===== src/shared/wpc_pkg.sv =====
// package for the write protect controller: offsets, fields, resets
package wpc_pkg;
    // register byte addresses
    localparam logic [7:0] WPC_OFF_STATUS  = 8'h00;
    localparam logic [7:0] WPC_OFF_COMMAND = 8'h04;
    localparam logic [7:0] WPC_OFF_IRQ_ST  = 8'h08;
    localparam logic [7:0] WPC_OFF_IRQ_MSK = 8'h0c;
    localparam logic [7:0] WPC_OFF_ACK     = 8'h10;
    localparam logic [7:0] WPC_OFF_PATTERN = 8'h14;
    // status byte fields
    localparam int WPC_ST_BLOCK   = 1;
    localparam int WPC_ST_PROT_ON = 2;
    localparam int WPC_ST_FLAG    = 3;
    localparam int WPC_ST_EXAM    = 5;
    // command byte fields
    localparam int WPC_CMD_INTERRUPT_DISALLOW_CMD = 0;
    localparam int WPC_CMD_ARM    = 1;
    localparam int WPC_CMD_P_ON   = 2;
    localparam int WPC_CMD_P_OFF  = 3;
    localparam int WPC_CMD_LOWER  = 4;
    localparam int WPC_CMD_UPPER  = 5;
    // interrupt status fields
    localparam int WPC_IRQ_FLAG   = 0;
    // reset values and response codes
    localparam logic [31:0] WPC_PATTERN_RST = 32'h0000_0000;
    localparam logic [1:0]  WPC_RESP_OKAY   = 2'h0;
    localparam logic [1:0]  WPC_RESP_SLVERR = 2'h2;
    // memory layout: 128KB in 32 pages of 4KB, one pattern bit per page
    localparam int WPC_MEM_AW     = 17;
    localparam int WPC_PAGE_SHIFT = 12;
endpackage : wpc_pkg


===== src/shared/wpc_wr_if.sv =====
// memory write path carrier between the controller and its guard
`timescale 1ns/1ps
interface wpc_wr_if;
    logic        prot_on;
    logic [31:0] pattern;
    logic        wr_req;
    logic [16:0] wr_addr;
    logic        blocked;
    modport ctrl  (output prot_on, output pattern, output wr_req, output wr_addr,
                   input blocked);
    modport guard (input prot_on, input pattern, input wr_req, input wr_addr,
                   output blocked);
endinterface : wpc_wr_if


===== src/wpc_guard.sv =====
// write guard: decides if a memory write hits a protected page
`timescale 1ns/1ps
module wpc_guard
    import wpc_pkg::*;
(
    // write path
    wpc_wr_if.guard wr
);
    logic [4:0] page;

    // page index from the top address bits
    assign page = wr.wr_addr[WPC_MEM_AW-1:WPC_PAGE_SHIFT];
    // blocking is combinational so the write is stopped in the same cycle
    assign wr.blocked = wr.wr_req & wr.prot_on & wr.pattern[page];
endmodule : wpc_guard


===== src/wpc_top.sv =====
// write protect controller: axi4-lite registers, protection and block switch
//
// Register access over AXI4-Lite and the register offsets are this design's own decisions.
`timescale 1ns/1ps
module wpc_top
    import wpc_pkg::*;
(
    // clock and reset
    input  wire logic        aclk,
    input  wire logic        aresetn,
    // axi4-lite write address
    input  wire logic [7:0]  s_axi_awaddr,
    input  wire logic        s_axi_awvalid,
    output logic             s_axi_awready,
    // axi4-lite write data
    input  wire logic [31:0] s_axi_wdata,
    input  wire logic [3:0]  s_axi_wstrb,
    input  wire logic        s_axi_wvalid,
    output logic             s_axi_wready,
    // axi4-lite write response
    output logic [1:0]       s_axi_bresp,
    output logic             s_axi_bvalid,
    input  wire logic        s_axi_bready,
    // axi4-lite read address
    input  wire logic [7:0]  s_axi_araddr,
    input  wire logic        s_axi_arvalid,
    output logic             s_axi_arready,
    // axi4-lite read data
    output logic [31:0]      s_axi_rdata,
    output logic [1:0]       s_axi_rresp,
    output logic             s_axi_rvalid,
    input  wire logic        s_axi_rready,
    // memory write path
    input  wire logic        mem_wr_req,
    input  wire logic [16:0] mem_wr_addr,
    output logic             mem_wr_en,
    output logic [16:0]      mem_wr_addr_out,
    // processor processor_init_control control, an asynchronous pin
    input  wire logic        processor_init_control,
    // block switch and interrupt
    output logic             upper_block_select,
    output logic             irq
);
    // write channel holding state
    logic        aw_held_r;
    logic [7:0]  aw_addr_r;
    logic        w_held_r;
    logic [31:0] w_data_r;
    logic [3:0]  w_strb_r;
    logic        wr_fire;
    // read channel
    logic        rd_fire;
    // control state
    logic        prot_on_r;
    logic        armed_r;
    logic        protected_write_flag_r;
    logic        irq_st_r;
    logic        irq_msk_r;
    logic [31:0] pattern_r;
    logic        upper_r;
    // init synchroniser
    logic        init_s1_r;
    logic        init_s2_r;
    // decoded writes
    logic        cmd_wr;
    logic        ack_wr;
    logic        stclr_wr;
    logic        msk_wr;
    logic        pat_wr;
    logic        pwf_clear;
    logic        prot_hit;
    logic [7:0]  status_byte;
    logic [7:0]  cmd_byte;

    wpc_wr_if wr ();

    wpc_guard u_guard (
        .wr (wr)
    );

    // address decode shared by reads and writes
    function automatic logic addr_mapped(input logic [7:0] a);
        addr_mapped = (a == WPC_OFF_STATUS) || (a == WPC_OFF_COMMAND) ||
                      (a == WPC_OFF_IRQ_ST) || (a == WPC_OFF_IRQ_MSK) ||
                      (a == WPC_OFF_ACK) || (a == WPC_OFF_PATTERN);
    endfunction

    // init pin passes two flops before any logic sees it
    always_ff @(posedge aclk) begin
        if (!aresetn) begin
            init_s1_r <= 1'b0;
            init_s2_r <= 1'b0;
        end else begin
            init_s1_r <= processor_init_control;
            init_s2_r <= init_s1_r;
        end
    end

    // write address and data are taken independently, in either order
    always_ff @(posedge aclk) begin
        if (!aresetn) begin
            aw_held_r <= 1'b0;
            aw_addr_r <= 8'h00;
        end else if (s_axi_awvalid && s_axi_awready) begin
            aw_held_r <= 1'b1;
            aw_addr_r <= s_axi_awaddr;
        end else if (wr_fire) begin
            aw_held_r <= 1'b0;
        end
    end

    always_ff @(posedge aclk) begin
        if (!aresetn) begin
            w_held_r <= 1'b0;
            w_data_r <= 32'h0000_0000;
            w_strb_r <= 4'h0;
        end else if (s_axi_wvalid && s_axi_wready) begin
            w_held_r <= 1'b1;
            w_data_r <= s_axi_wdata;
            w_strb_r <= s_axi_wstrb;
        end else if (wr_fire) begin
            w_held_r <= 1'b0;
        end
    end

    // ready lines are registered and drop once a beat is held
    always_ff @(posedge aclk) begin
        if (!aresetn) begin
            s_axi_awready <= 1'b0;
            s_axi_wready  <= 1'b0;
        end else begin
            s_axi_awready <= !aw_held_r && !(s_axi_awvalid && s_axi_awready) && !s_axi_bvalid;
            s_axi_wready  <= !w_held_r && !(s_axi_wvalid && s_axi_wready) && !s_axi_bvalid;
        end
    end

    // a write executes once both halves are held and no response is pending
    assign wr_fire  = aw_held_r && w_held_r && !s_axi_bvalid;
    assign cmd_byte = w_data_r[7:0];
    assign cmd_wr   = wr_fire && (aw_addr_r == WPC_OFF_COMMAND) && w_strb_r[0];
    assign ack_wr   = wr_fire && (aw_addr_r == WPC_OFF_ACK) && w_strb_r[0];
    assign stclr_wr = wr_fire && (aw_addr_r == WPC_OFF_IRQ_ST) && w_strb_r[0];
    assign msk_wr   = wr_fire && (aw_addr_r == WPC_OFF_IRQ_MSK) && w_strb_r[0];
    assign pat_wr   = wr_fire && (aw_addr_r == WPC_OFF_PATTERN);

    // write response, slverr for unmapped addresses
    always_ff @(posedge aclk) begin
        if (!aresetn) begin
            s_axi_bvalid <= 1'b0;
            s_axi_bresp  <= WPC_RESP_OKAY;
        end else if (wr_fire) begin
            s_axi_bvalid <= 1'b1;
            s_axi_bresp  <= addr_mapped(aw_addr_r) ? WPC_RESP_OKAY : WPC_RESP_SLVERR;
        end else if (s_axi_bready) begin
            s_axi_bvalid <= 1'b0;
        end
    end

    // protection enable and override; override wins if both bits are set
    always_ff @(posedge aclk) begin
        if (!aresetn || init_s2_r) begin
            prot_on_r <= 1'b0;
        end else if (cmd_wr && cmd_byte[WPC_CMD_P_OFF]) begin
            prot_on_r <= 1'b0;
        end else if (cmd_wr && cmd_byte[WPC_CMD_P_ON]) begin
            prot_on_r <= 1'b1;
        end
    end

    // interrupt arming; interrupt_disallow_cmd wins so a stray request cannot queue
    always_ff @(posedge aclk) begin
        if (!aresetn || init_s2_r) begin
            armed_r <= 1'b0;
        end else if (cmd_wr && cmd_byte[WPC_CMD_INTERRUPT_DISALLOW_CMD]) begin
            armed_r <= 1'b0;
        end else if (cmd_wr && cmd_byte[WPC_CMD_ARM]) begin
            armed_r <= 1'b1;
        end
    end

    // block switch; lower wins when both are set
    always_ff @(posedge aclk) begin
        if (!aresetn || init_s2_r) begin
            upper_r <= 1'b0;
        end else if (cmd_wr && cmd_byte[WPC_CMD_LOWER]) begin
            upper_r <= 1'b0;
        end else if (cmd_wr && cmd_byte[WPC_CMD_UPPER]) begin
            upper_r <= 1'b1;
        end
    end

    // protection pattern, one bit per 4KB page, byte lanes honoured
    always_ff @(posedge aclk) begin
        if (!aresetn) begin
            pattern_r <= WPC_PATTERN_RST;
        end else if (pat_wr) begin
            for (int i = 0; i < 4; i++) begin
                if (w_strb_r[i]) begin
                    pattern_r[i*8 +: 8] <= w_data_r[i*8 +: 8];
                end
            end
        end
    end

    // hand the write path to the guard
    assign wr.prot_on = prot_on_r;
    assign wr.pattern = pattern_r;
    assign wr.wr_req  = mem_wr_req;
    assign wr.wr_addr = mem_wr_addr;
    assign prot_hit   = wr.blocked;

    // registered memory write enable; a blocked write never reaches memory
    always_ff @(posedge aclk) begin
        if (!aresetn) begin
            mem_wr_en       <= 1'b0;
            mem_wr_addr_out <= 17'h0_0000;
        end else begin
            mem_wr_en       <= mem_wr_req && !prot_hit;
            mem_wr_addr_out <= mem_wr_addr;
        end
    end

    // protected-write flag: a command or acknowledge clears, but a hit in
    // the same cycle wins so no attempt is lost
    assign pwf_clear = cmd_wr || ack_wr;
    always_ff @(posedge aclk) begin
        if (!aresetn || init_s2_r) begin
            protected_write_flag_r <= 1'b0;
        end else if (prot_hit) begin
            protected_write_flag_r <= 1'b1;
        end else if (pwf_clear) begin
            protected_write_flag_r <= 1'b0;
        end
    end

    // sticky interrupt status, queued only while armed; write one clears
    always_ff @(posedge aclk) begin
        if (!aresetn || init_s2_r) begin
            irq_st_r <= 1'b0;
        end else if (prot_hit && armed_r) begin
            irq_st_r <= 1'b1;
        end else if ((stclr_wr && w_data_r[WPC_IRQ_FLAG]) || ack_wr) begin
            irq_st_r <= 1'b0;
        end else if (cmd_wr && cmd_byte[WPC_CMD_INTERRUPT_DISALLOW_CMD]) begin
            irq_st_r <= 1'b0;
        end
    end

    // interrupt mask
    always_ff @(posedge aclk) begin
        if (!aresetn) begin
            irq_msk_r <= 1'b0;
        end else if (msk_wr) begin
            irq_msk_r <= w_data_r[WPC_IRQ_FLAG];
        end
    end

    // registered outputs
    always_ff @(posedge aclk) begin
        if (!aresetn) begin
            irq                <= 1'b0;
            upper_block_select <= 1'b0;
        end else begin
            irq                <= irq_st_r && irq_msk_r;
            upper_block_select <= upper_r;
        end
    end

    // status byte assembled from live state
    always_comb begin
        status_byte               = 8'h00;
        status_byte[WPC_ST_BLOCK]   = upper_r;
        status_byte[WPC_ST_PROT_ON] = prot_on_r;
        status_byte[WPC_ST_FLAG]    = protected_write_flag_r;
        status_byte[WPC_ST_EXAM]    = protected_write_flag_r;
    end

    // read channel: one outstanding read, answer one cycle after the arvalid and arready handshake
    assign rd_fire = s_axi_arvalid && s_axi_arready;
    always_ff @(posedge aclk) begin
        if (!aresetn) begin
            s_axi_arready <= 1'b0;
        end else begin
            s_axi_arready <= !s_axi_arready && !s_axi_rvalid && s_axi_arvalid;
        end
    end

    always_ff @(posedge aclk) begin
        if (!aresetn) begin
            s_axi_rvalid <= 1'b0;
            s_axi_rdata  <= 32'h0000_0000;
            s_axi_rresp  <= WPC_RESP_OKAY;
        end else if (rd_fire) begin
            s_axi_rvalid <= 1'b1;
            s_axi_rresp  <= addr_mapped(s_axi_araddr) ? WPC_RESP_OKAY : WPC_RESP_SLVERR;
            unique case (s_axi_araddr)
                WPC_OFF_STATUS:  s_axi_rdata <= {24'h00_0000, status_byte};
                WPC_OFF_IRQ_ST:  s_axi_rdata <= {31'h0000_0000, irq_st_r};
                WPC_OFF_IRQ_MSK: s_axi_rdata <= {31'h0000_0000, irq_msk_r};
                WPC_OFF_PATTERN: s_axi_rdata <= pattern_r;
                default:         s_axi_rdata <= 32'h0000_0000; // command is write only
            endcase
        end else if (s_axi_rready) begin
            s_axi_rvalid <= 1'b0;
        end
    end
endmodule : wpc_top

===== config.mk =====
export PLATFORM = sky130hd
export DESIGN_NAME = wpc_top
export DESIGN_NICKNAME = d
export VERILOG_FILES = /design/src/shared/wpc_pkg.sv /design/src/shared/wpc_wr_if.sv /design/src/wpc_guard.sv /design/src/wpc_top.sv
export SDC_FILE = /design/constraint.sdc
export NUM_CORES = 1
export LEC_CHECK = 0
export ABC_AREA = 0
export BUFFER_PORTS_ARGS = -buffer_cell sky130_fd_sc_hd__buf_2
export CORE_MARGIN = 4
export CORE_UTILIZATION = 48
export DETAILED_ROUTE_END_ITERATION = 6
export PLACE_DENSITY_LB_ADDON = 0.25
export SKIP_CTS_REPAIR_TIMING = 1
export SLEW_MARGIN = 20
export SYNTH_ARGS = -nofsm -noshare
export SYNTH_HDL_FRONTEND = slang
export SYNTH_SLANG_ARGS = --single-unit

===== constraint.sdc =====
create_clock -name aclk -period 1.8 [get_ports aclk]
set_input_delay 0.18 -clock aclk [delete_from_list [all_inputs] [get_ports aclk]]
set_output_delay 0.18 -clock aclk [all_outputs]
set_load 0.01 [all_outputs]

==> results by group, run 1 <==
Hold path
  • Min-delay worst type: input port to flip-flop

Yosys
  • Mapped Avg Cell Area: 9.575 um^2
  • Synthesis Warnings: 0
  • Count of cell types in the netlist: 43
  • FF+latch count, synth: 145
  • Number of synthesized flops with an enable pin: 0
  • Seq/Total Area, Yosys: 51.12%
  • Synth Instances: 593
  • Post-synthesis async set-or-reset flop share: 0%
  • Post-synth top flop: dfxtp_1
  • Post-Syn Area: 0.005678 mm^2

Floorplanning
  • Core Area: 0.01152 mm^2
  • Initial Util: 49.30%
  • Die height: 116.8 um
  • Die X: 116.8 um
  • Num rows: 39
  • IO Count: 139
  • Die ar.: 0.01363 mm^2

CTS
  • Worst-Skew Late Latency: 420 ps
  • CTS buffer count: 17
  • CTS Sinks: 145
  • Clock transition at path regs: 60 ps
  • CTS Buffer Depth: 2
  • H-Tree Depth: 4
  • CTS root buffer: clkbuf_16
  • CTS tree: yes

Pwr
  • Leak: 3.203 nW
  • Worst vdd ir: 0.6013 mV
  • PD cells: 1001 mW/mm^2

STA
  • Endpoints failing setup: 31
  • Final Skew: 4.588 ps
  • Final Cycle Share: 104.4%
  • Relative slew margins: 64.14%
  • Worst Tran Pin Value: 537.1 ps
  • Final Critical Period: 1880 ps
  • Final Slew Violations: 0
  • RSZ-0062 raised after global routing: true
  • Final hold vios: 0
  • Max Fclk: 0.5320 GHz
  • WHS: 7.285 ps
  • Setup WS post-layout: -79.63 ps

Place
  • Buffers added on ports: 136
  • Dpl ws: -214.6 ps
  • Final Wtd Congestion: 0.7784
  • HPWL after detailed placement: 9477 um

Routing
  • DRC Markers: 0
  • Final ANT Viol Nets: 0
  • Drt wl/cell: 15.19 um
  • Drt initial violations: 282
  • Drt via density: 5.068
  • Via count: 4627
  • First-pass detailed-route iteration total: 4
  • Final wirelength: 13870 um

Status
  • Failing checks: setup timing
  • Outcome: complete, but fails checks

Worst setup path
  • Crit path kind: flip-flop to flip-flop
  • Worst Path Buf+Inv: 2
  • Largest stage delay, worst path: 570 ps
  • CP required: 2110 ps
  • R2R Setup Slk: -80 ps
  • Critical path arrival: 2190 ps
  • WP depth: 7
  • Slowest stage cell, crit path: or4_4
  • RR Startpoint: aw_addr_r[7]$_SDFFE_PN0P_
  • Setup crit start: aw_addr_r[7]$_SDFFE_PN0P_
  • Reg2Reg Depth: 7
  • Crit path capture: pattern_r[18]$_SDFFE_PN0P_
  • CP max FO: 8
  • Startpoint Class: flip-flop
  • RR Endpoint: pattern_r[18]$_SDFFE_PN0P_
  • Top delay family on crit path: simple AND/OR/NAND/NOR gates
  • CP cell instances: or4_4 -> nor4_4 -> buf_4 -> nand3_4 -> buf_12 -> mux2i_1 -> nor2b_1
  • Crit. End Element: flip-flop

Global routing
  • Initial antenna violation count: 0
  • Grt ovf: 0
  • Largest net degree at the start of global routing: 132
  • Overall Global Routing Usage: 20.10%
  • First-pass GRT wire length: 21210 um
  • Vias in the first global route: 4471

Final layout
  • Finished Core Util: 65.02%
  • Layout cell share with drive strength beyond 1: 28.70%
  • ANT cells: 0
  • Synth-to-layout area growth: 31.86%
  • Final #Nets: 835

Flow run
  • MaxCap Viol Count: 0
cells by family (layout without fill, tap and decap cells):
group,count (synthesis),count (layout),share of synthesized area [%]
buffers and inverters,46,222,3.570
other,1,2,0.06605
AOI/OAI and AO/OA,105,105,13.40
DFF,145,145,51.12
xor gates and xnor gates,1,1,0.1543
muxes,46,46,10.05
and+or+nand+nor,249,249,21.64
tightest hold or removal path: stages:
cell and delay [ps]:
buf_2 100, nand2_1 40, a21boi_0 60
cells in the mapped netlist, types with 3 or more instances:
library cell / n / area (um^2)
dfxtp_1: 145 / 2903
nand2_1: 127 / 476.7
a21boi_0: 75 / 563.0
mux2i_1: 39 / 390.4
nor2b_1: 36 / 225.2
clkbuf_1: 30 / 112.6
nand3_1: 30 / 150.1
and2_1: 22 / 137.6
a21oi_1: 10 / 50.05
inv_1: 6 / 22.52
mux4_1: 6 / 157.7
o21ai_0: 6 / 30.03
nand2b_1: 5 / 31.28
nor2_1: 5 / 18.77
nor3_1: 5 / 25.02
a211oi_1: 4 / 30.03
buf_1: 4 / 15.01
a22oi_1: 3 / 22.52
and3_1: 3 / 18.77
buf_4: 3 / 22.52
nand3_2: 3 / 30.03
placed cells by master, fill, tap and decap left out, types with 10 or more instances in the layout:
cell type / synthesis / routed
a21boi_0: 75 / 75
a21oi_1: 10 / 10
and2_1: 22 / 22
buf_2: 1 / 135
buf_4: 3 / 30
clkbuf_16: 0 / 17
dfxtp_1: 145 / 142
dlygate4sd3_1: 0 / 14
mux2i_1: 39 / 37
nand2_1: 127 / 127
nand3_1: 30 / 30
nor2b_1: 36 / 36
cell type report:
class	instances	area, um^2
fill	920	4029
sequential	145	2907
timing repair buffer	184	1141
inverter	6	22.52
clock buffer	21	460.4
clock inverter	11	160.2
tap	143	178.9
multi-input combinational	403	2618
where the power goes:
group,internal [mW],switching [mW]
combinational,0.223,0.242
sequential,3.30,0.0550
clock,2.38,1.30
stage by stage:
step / cells / cell area, um^2 / setup TNS (ps) / power [mW]
finish: 913 / 7487 / -997.1 / 7.495
global route: 913 / 7487 / -3497 / 7.763
CTS: 898 / 7296 / -1351 / 7.519
detailed placement: 866 / 6675 / -1095 / 3.860
global placement: 866 / 6675 / -537.9 / 3.846
floorplan: 594 / 5695 / -101.9 / 3.666
registers in the layout, indices dropped and copies added (netlist names), 4 cells and up:
name             count
w_strb_r             4
s_axi_rdata         32
w_data_r            32
aw_addr_r            8
pattern_r           32
mem_wr_addr_out     17
metal layers:
| metal | vias up | global-route usage [%] | share of wire [%] |
|---|---|---|---|
| li1 | 2338 | - | - |
| met1 | 2125 | 25.23 | 44 |
| met3 | 19 | 6.477 | 6.1 |
| met2 | 145 | 32.31 | 48 |
| met4 | 0 | 7.569 | 1.5 |
| met5 | - | 0 | 0 |
worst min-delay path by stage:
stage,depth (start not counted),slack [ps],startpoint,to
after floorplan,2,300,s_axi_arvalid,s_axi_arready$_SDFF_PN0_
final,3,7,s_axi_awaddr[5],aw_addr_r[5]$_SDFFE_PN0P_
after CTS,2,-50,mem_wr_addr[8],mem_wr_addr_out[8]$_SDFF_PN0_
after detailed placement,2,390,mem_wr_addr[4],mem_wr_addr_out[4]$_SDFF_PN0_
after global placement,2,390,mem_wr_addr[4],mem_wr_addr_out[4]$_SDFF_PN0_
after global routing,3,2,s_axi_wdata[15],w_data_r[15]$_SDFFE_PN0P_
Note: power is estimated with default switching activity, not from simulation.
==> run 2, diff against run 1 <==
--- a/config.mk
+++ b/config.mk
@@ -10,7 +10,7 @@
 export CORE_MARGIN = 4
 export CORE_UTILIZATION = 48
 export DETAILED_ROUTE_END_ITERATION = 6
-export PLACE_DENSITY_LB_ADDON = 0.25
+export PLACE_DENSITY = 0.76
 export SKIP_CTS_REPAIR_TIMING = 1
 export SLEW_MARGIN = 20
 export SYNTH_ARGS = -nofsm -noshare
==> run 2 against run 1 <==
The run ends with hold timing, setup timing left. Setup slack got worse by 5.1 ps. First-iteration DRC count rose by 5.7%. Via count rose by 3.1%. Count of clock-buffer cells in the layout fell by 1. Non-clock buffer count rose by 5. Total power rose by 2.9%. Clock power rose by 5.4%. Global-route usage rose by 1.1 points. Clock skew rose by 6.5 ps. Core utilization rose by 0.90 points. Combinational power rose by 3%. Critical path type unchanged. Largest cell class unchanged.
==> results by group, run 2 (synthesis gave the netlist of run 1 again) <==
Global routing
  • Initial antenna violation count: 0 (unchanged)
  • Largest net degree at the start of global routing: 69 (was 132)
  • First-pass GRT wire length: 22380 um (was 21210 um)
  • Vias in the first global route: 4729 (was 4471)
  • Grt ovf: 0 (unchanged)
  • Overall Global Routing Usage: 21.15% (was 20.10%)

Place
  • Final Wtd Congestion: 0.8193 (was 0.7784)
  • Area after DPL: 0.006685 mm^2 (was 0.006675 mm^2)
  • HPWL after detailed placement: 9821 um (was 9477 um)
  • Dpl ws: -190.4 ps (was -214.6 ps)
  • Placed cells: 869 (was 866)
  • Buffers added on ports: 136 (unchanged)

Final layout
  • Finished Core Util: 65.92% (was 65.02%)
  • Fin area: 0.007591 mm^2 (was 0.007487 mm^2)
  • Commonest cells after routing, fill and taps aside: dfxtp_1 (143), buf_2 (135), nand2_1 (127) (was dfxtp_1 (142), buf_2 (135), nand2_1 (127))
  • Layout cell share with drive strength beyond 1: 29.55% (was 28.70%)
  • Largest regs: pattern_r (32), s_axi_rdata (32), w_data_r (32) (unchanged)
  • Leading cell type in the layout, fill and taps excluded: dfxtp_1 (unchanged)
  • Post-route insts no fill: 918 (was 913)
  • Synth-to-layout area growth: 33.69% (was 31.86%)
  • Final #Nets: 840 (was 835)
  • ANT cells: 0 (unchanged)
  • Fillers: 911 (was 920)

Worst setup path
  • Crit path kind: flip-flop to flip-flop (unchanged)
  • Critical path arrival: 2190 ps (about the same)
  • CP max FO: 8 (unchanged)
  • Crit. End Element: flip-flop (unchanged)
  • Startpoint Class: flip-flop (unchanged)
  • CP required: 2110 ps (about the same)
  • RR Startpoint: aw_addr_r[7]$_SDFFE_PN0P_ (unchanged)
  • Setup crit start: aw_addr_r[7]$_SDFFE_PN0P_ (unchanged)

Flow run
  • MaxCap Viol Count: 0 (unchanged)

Floorplanning
  • Die X: 116.8 um (unchanged)
  • Die height: 116.8 um (unchanged)
  • Die ar.: 0.01363 mm^2 (unchanged)
  • Core Area: 0.01152 mm^2 (unchanged)
  • Initial Util: 49.30% (unchanged)
  • Num rows: 39 (unchanged)
  • IO Count: 139 (unchanged)

Routing
  • Drt wl/cell: 15.54 um (was 15.19 um)
  • DRC Markers: 0 (unchanged)
  • Via count: 4770 (was 4627)
  • First-pass detailed-route iteration total: 4 (unchanged)
  • Final wirelength: 14270 um (was 13870 um)
  • Final ANT Viol Nets: 0 (unchanged)
  • Drt initial violations: 298 (was 282)
  • Drt via density: 5.196 (was 5.068)

STA
  • Worst Tran Pin Value: 693.2 ps (was 537.1 ps)
  • Final Slew Violations: 0 (unchanged)
  • Endpoints failing setup: 36 (was 31)
  • Final Critical Period: 1885 ps (was 1880 ps)
  • Final Skew: 11.12 ps (was 4.588 ps)
  • Relative slew margins: 53.68% (was 64.14%)
  • Final hold vios: 1 (was 0)
  • Final Cycle Share: 104.7% (was 104.4%)
  • Setup TNS: -1173 ps (was -997.1 ps)
  • WHS: -2.775 ps (was 7.285 ps)
  • RSZ-0062 raised after global routing: true (unchanged)
  • Setup WS post-layout: -84.69 ps (was -79.63 ps)
  • Max Fclk: 0.5306 GHz (was 0.5320 GHz)

Status
  • Outcome: complete, but fails checks (unchanged)
  • Failing checks: hold timing, setup timing (was setup timing)

Hold path
  • Hold Startpoint: s_axi_arvalid (was s_axi_awaddr[5])
  • Min-delay worst type: input port to flip-flop (unchanged)

Pwr
  • PD cells: 1016 mW/mm^2 (was 1001 mW/mm^2)
  • Pwr Total: 7.710 mW (was 7.495 mW)
  • Worst vdd ir: 0.6285 mV (was 0.6013 mV)
  • Leak: 3.237 nW (was 3.203 nW)

CTS
  • CTS Buffer Depth: 2 (unchanged)
  • H-Tree Depth: 4 (unchanged)
  • CTS root buffer: clkbuf_16 (unchanged)
  • Worst-Skew Late Latency: 420 ps (about the same)
  • CTS Sinks: 145 (unchanged)
  • Clock transition at path regs: 60 ps (about the same)
  • CTS tree: yes (unchanged)
  • CTS buffer count: 17 (unchanged)
[run 2: critical path, cell delays in order, from the launching register on]
cell and delay [ps]:
dfxtp_2 320, or4_4 580, nor4_4 190, and3_1 250
buf_12 150, mux2i_1 220, nor2b_1 70
[run 2: layout make-up]
type / count / area [um^2] / area share [%]
Sequential cell: 145 / 2905 / 38.27
Timing Repair Buffer: 189 / 1176 / 15.49
Clock buffer: 20 / 456.7 / 6.016
Inverter: 6 / 22.52 / 0.2967
Tap cell: 143 / 178.9 / 2.357
Clock inverter: 12 / 206.4 / 2.720
Multi-Input combinational cell: 403 / 2645 / 34.84
[run 2: power breakdown]
part           internal (mW)  total [mW]  switching (mW)
combinational          0.230       0.478           0.248
clock                   2.54        3.88            1.34
sequential              3.30        3.35          0.0565
total                   6.07        7.71            1.65
[run 2: worst paths after layout]
check,end,slack [ps],cells past startpoint
worst max register to register,pattern_r[2]$_SDFFE_PN0P_,-80,6
worst min register to register,init_s2_r$_SDFF_PN0_,440,1
worst max-delay path,pattern_r[2]$_SDFFE_PN0P_,-80,6
worst min-delay path,s_axi_arready$_SDFF_PN0_,-3,3
[run 2: metal layers]
metal  part of all wire, %  up-vias  global-route usage, %
li1                      -     2352                      -
met1                    43     2249                  25.51
met2                    50      150                  35.87
met3                   5.7       19                  5.181
met4                   1.5        0                  9.098
met5                     0        -                      0
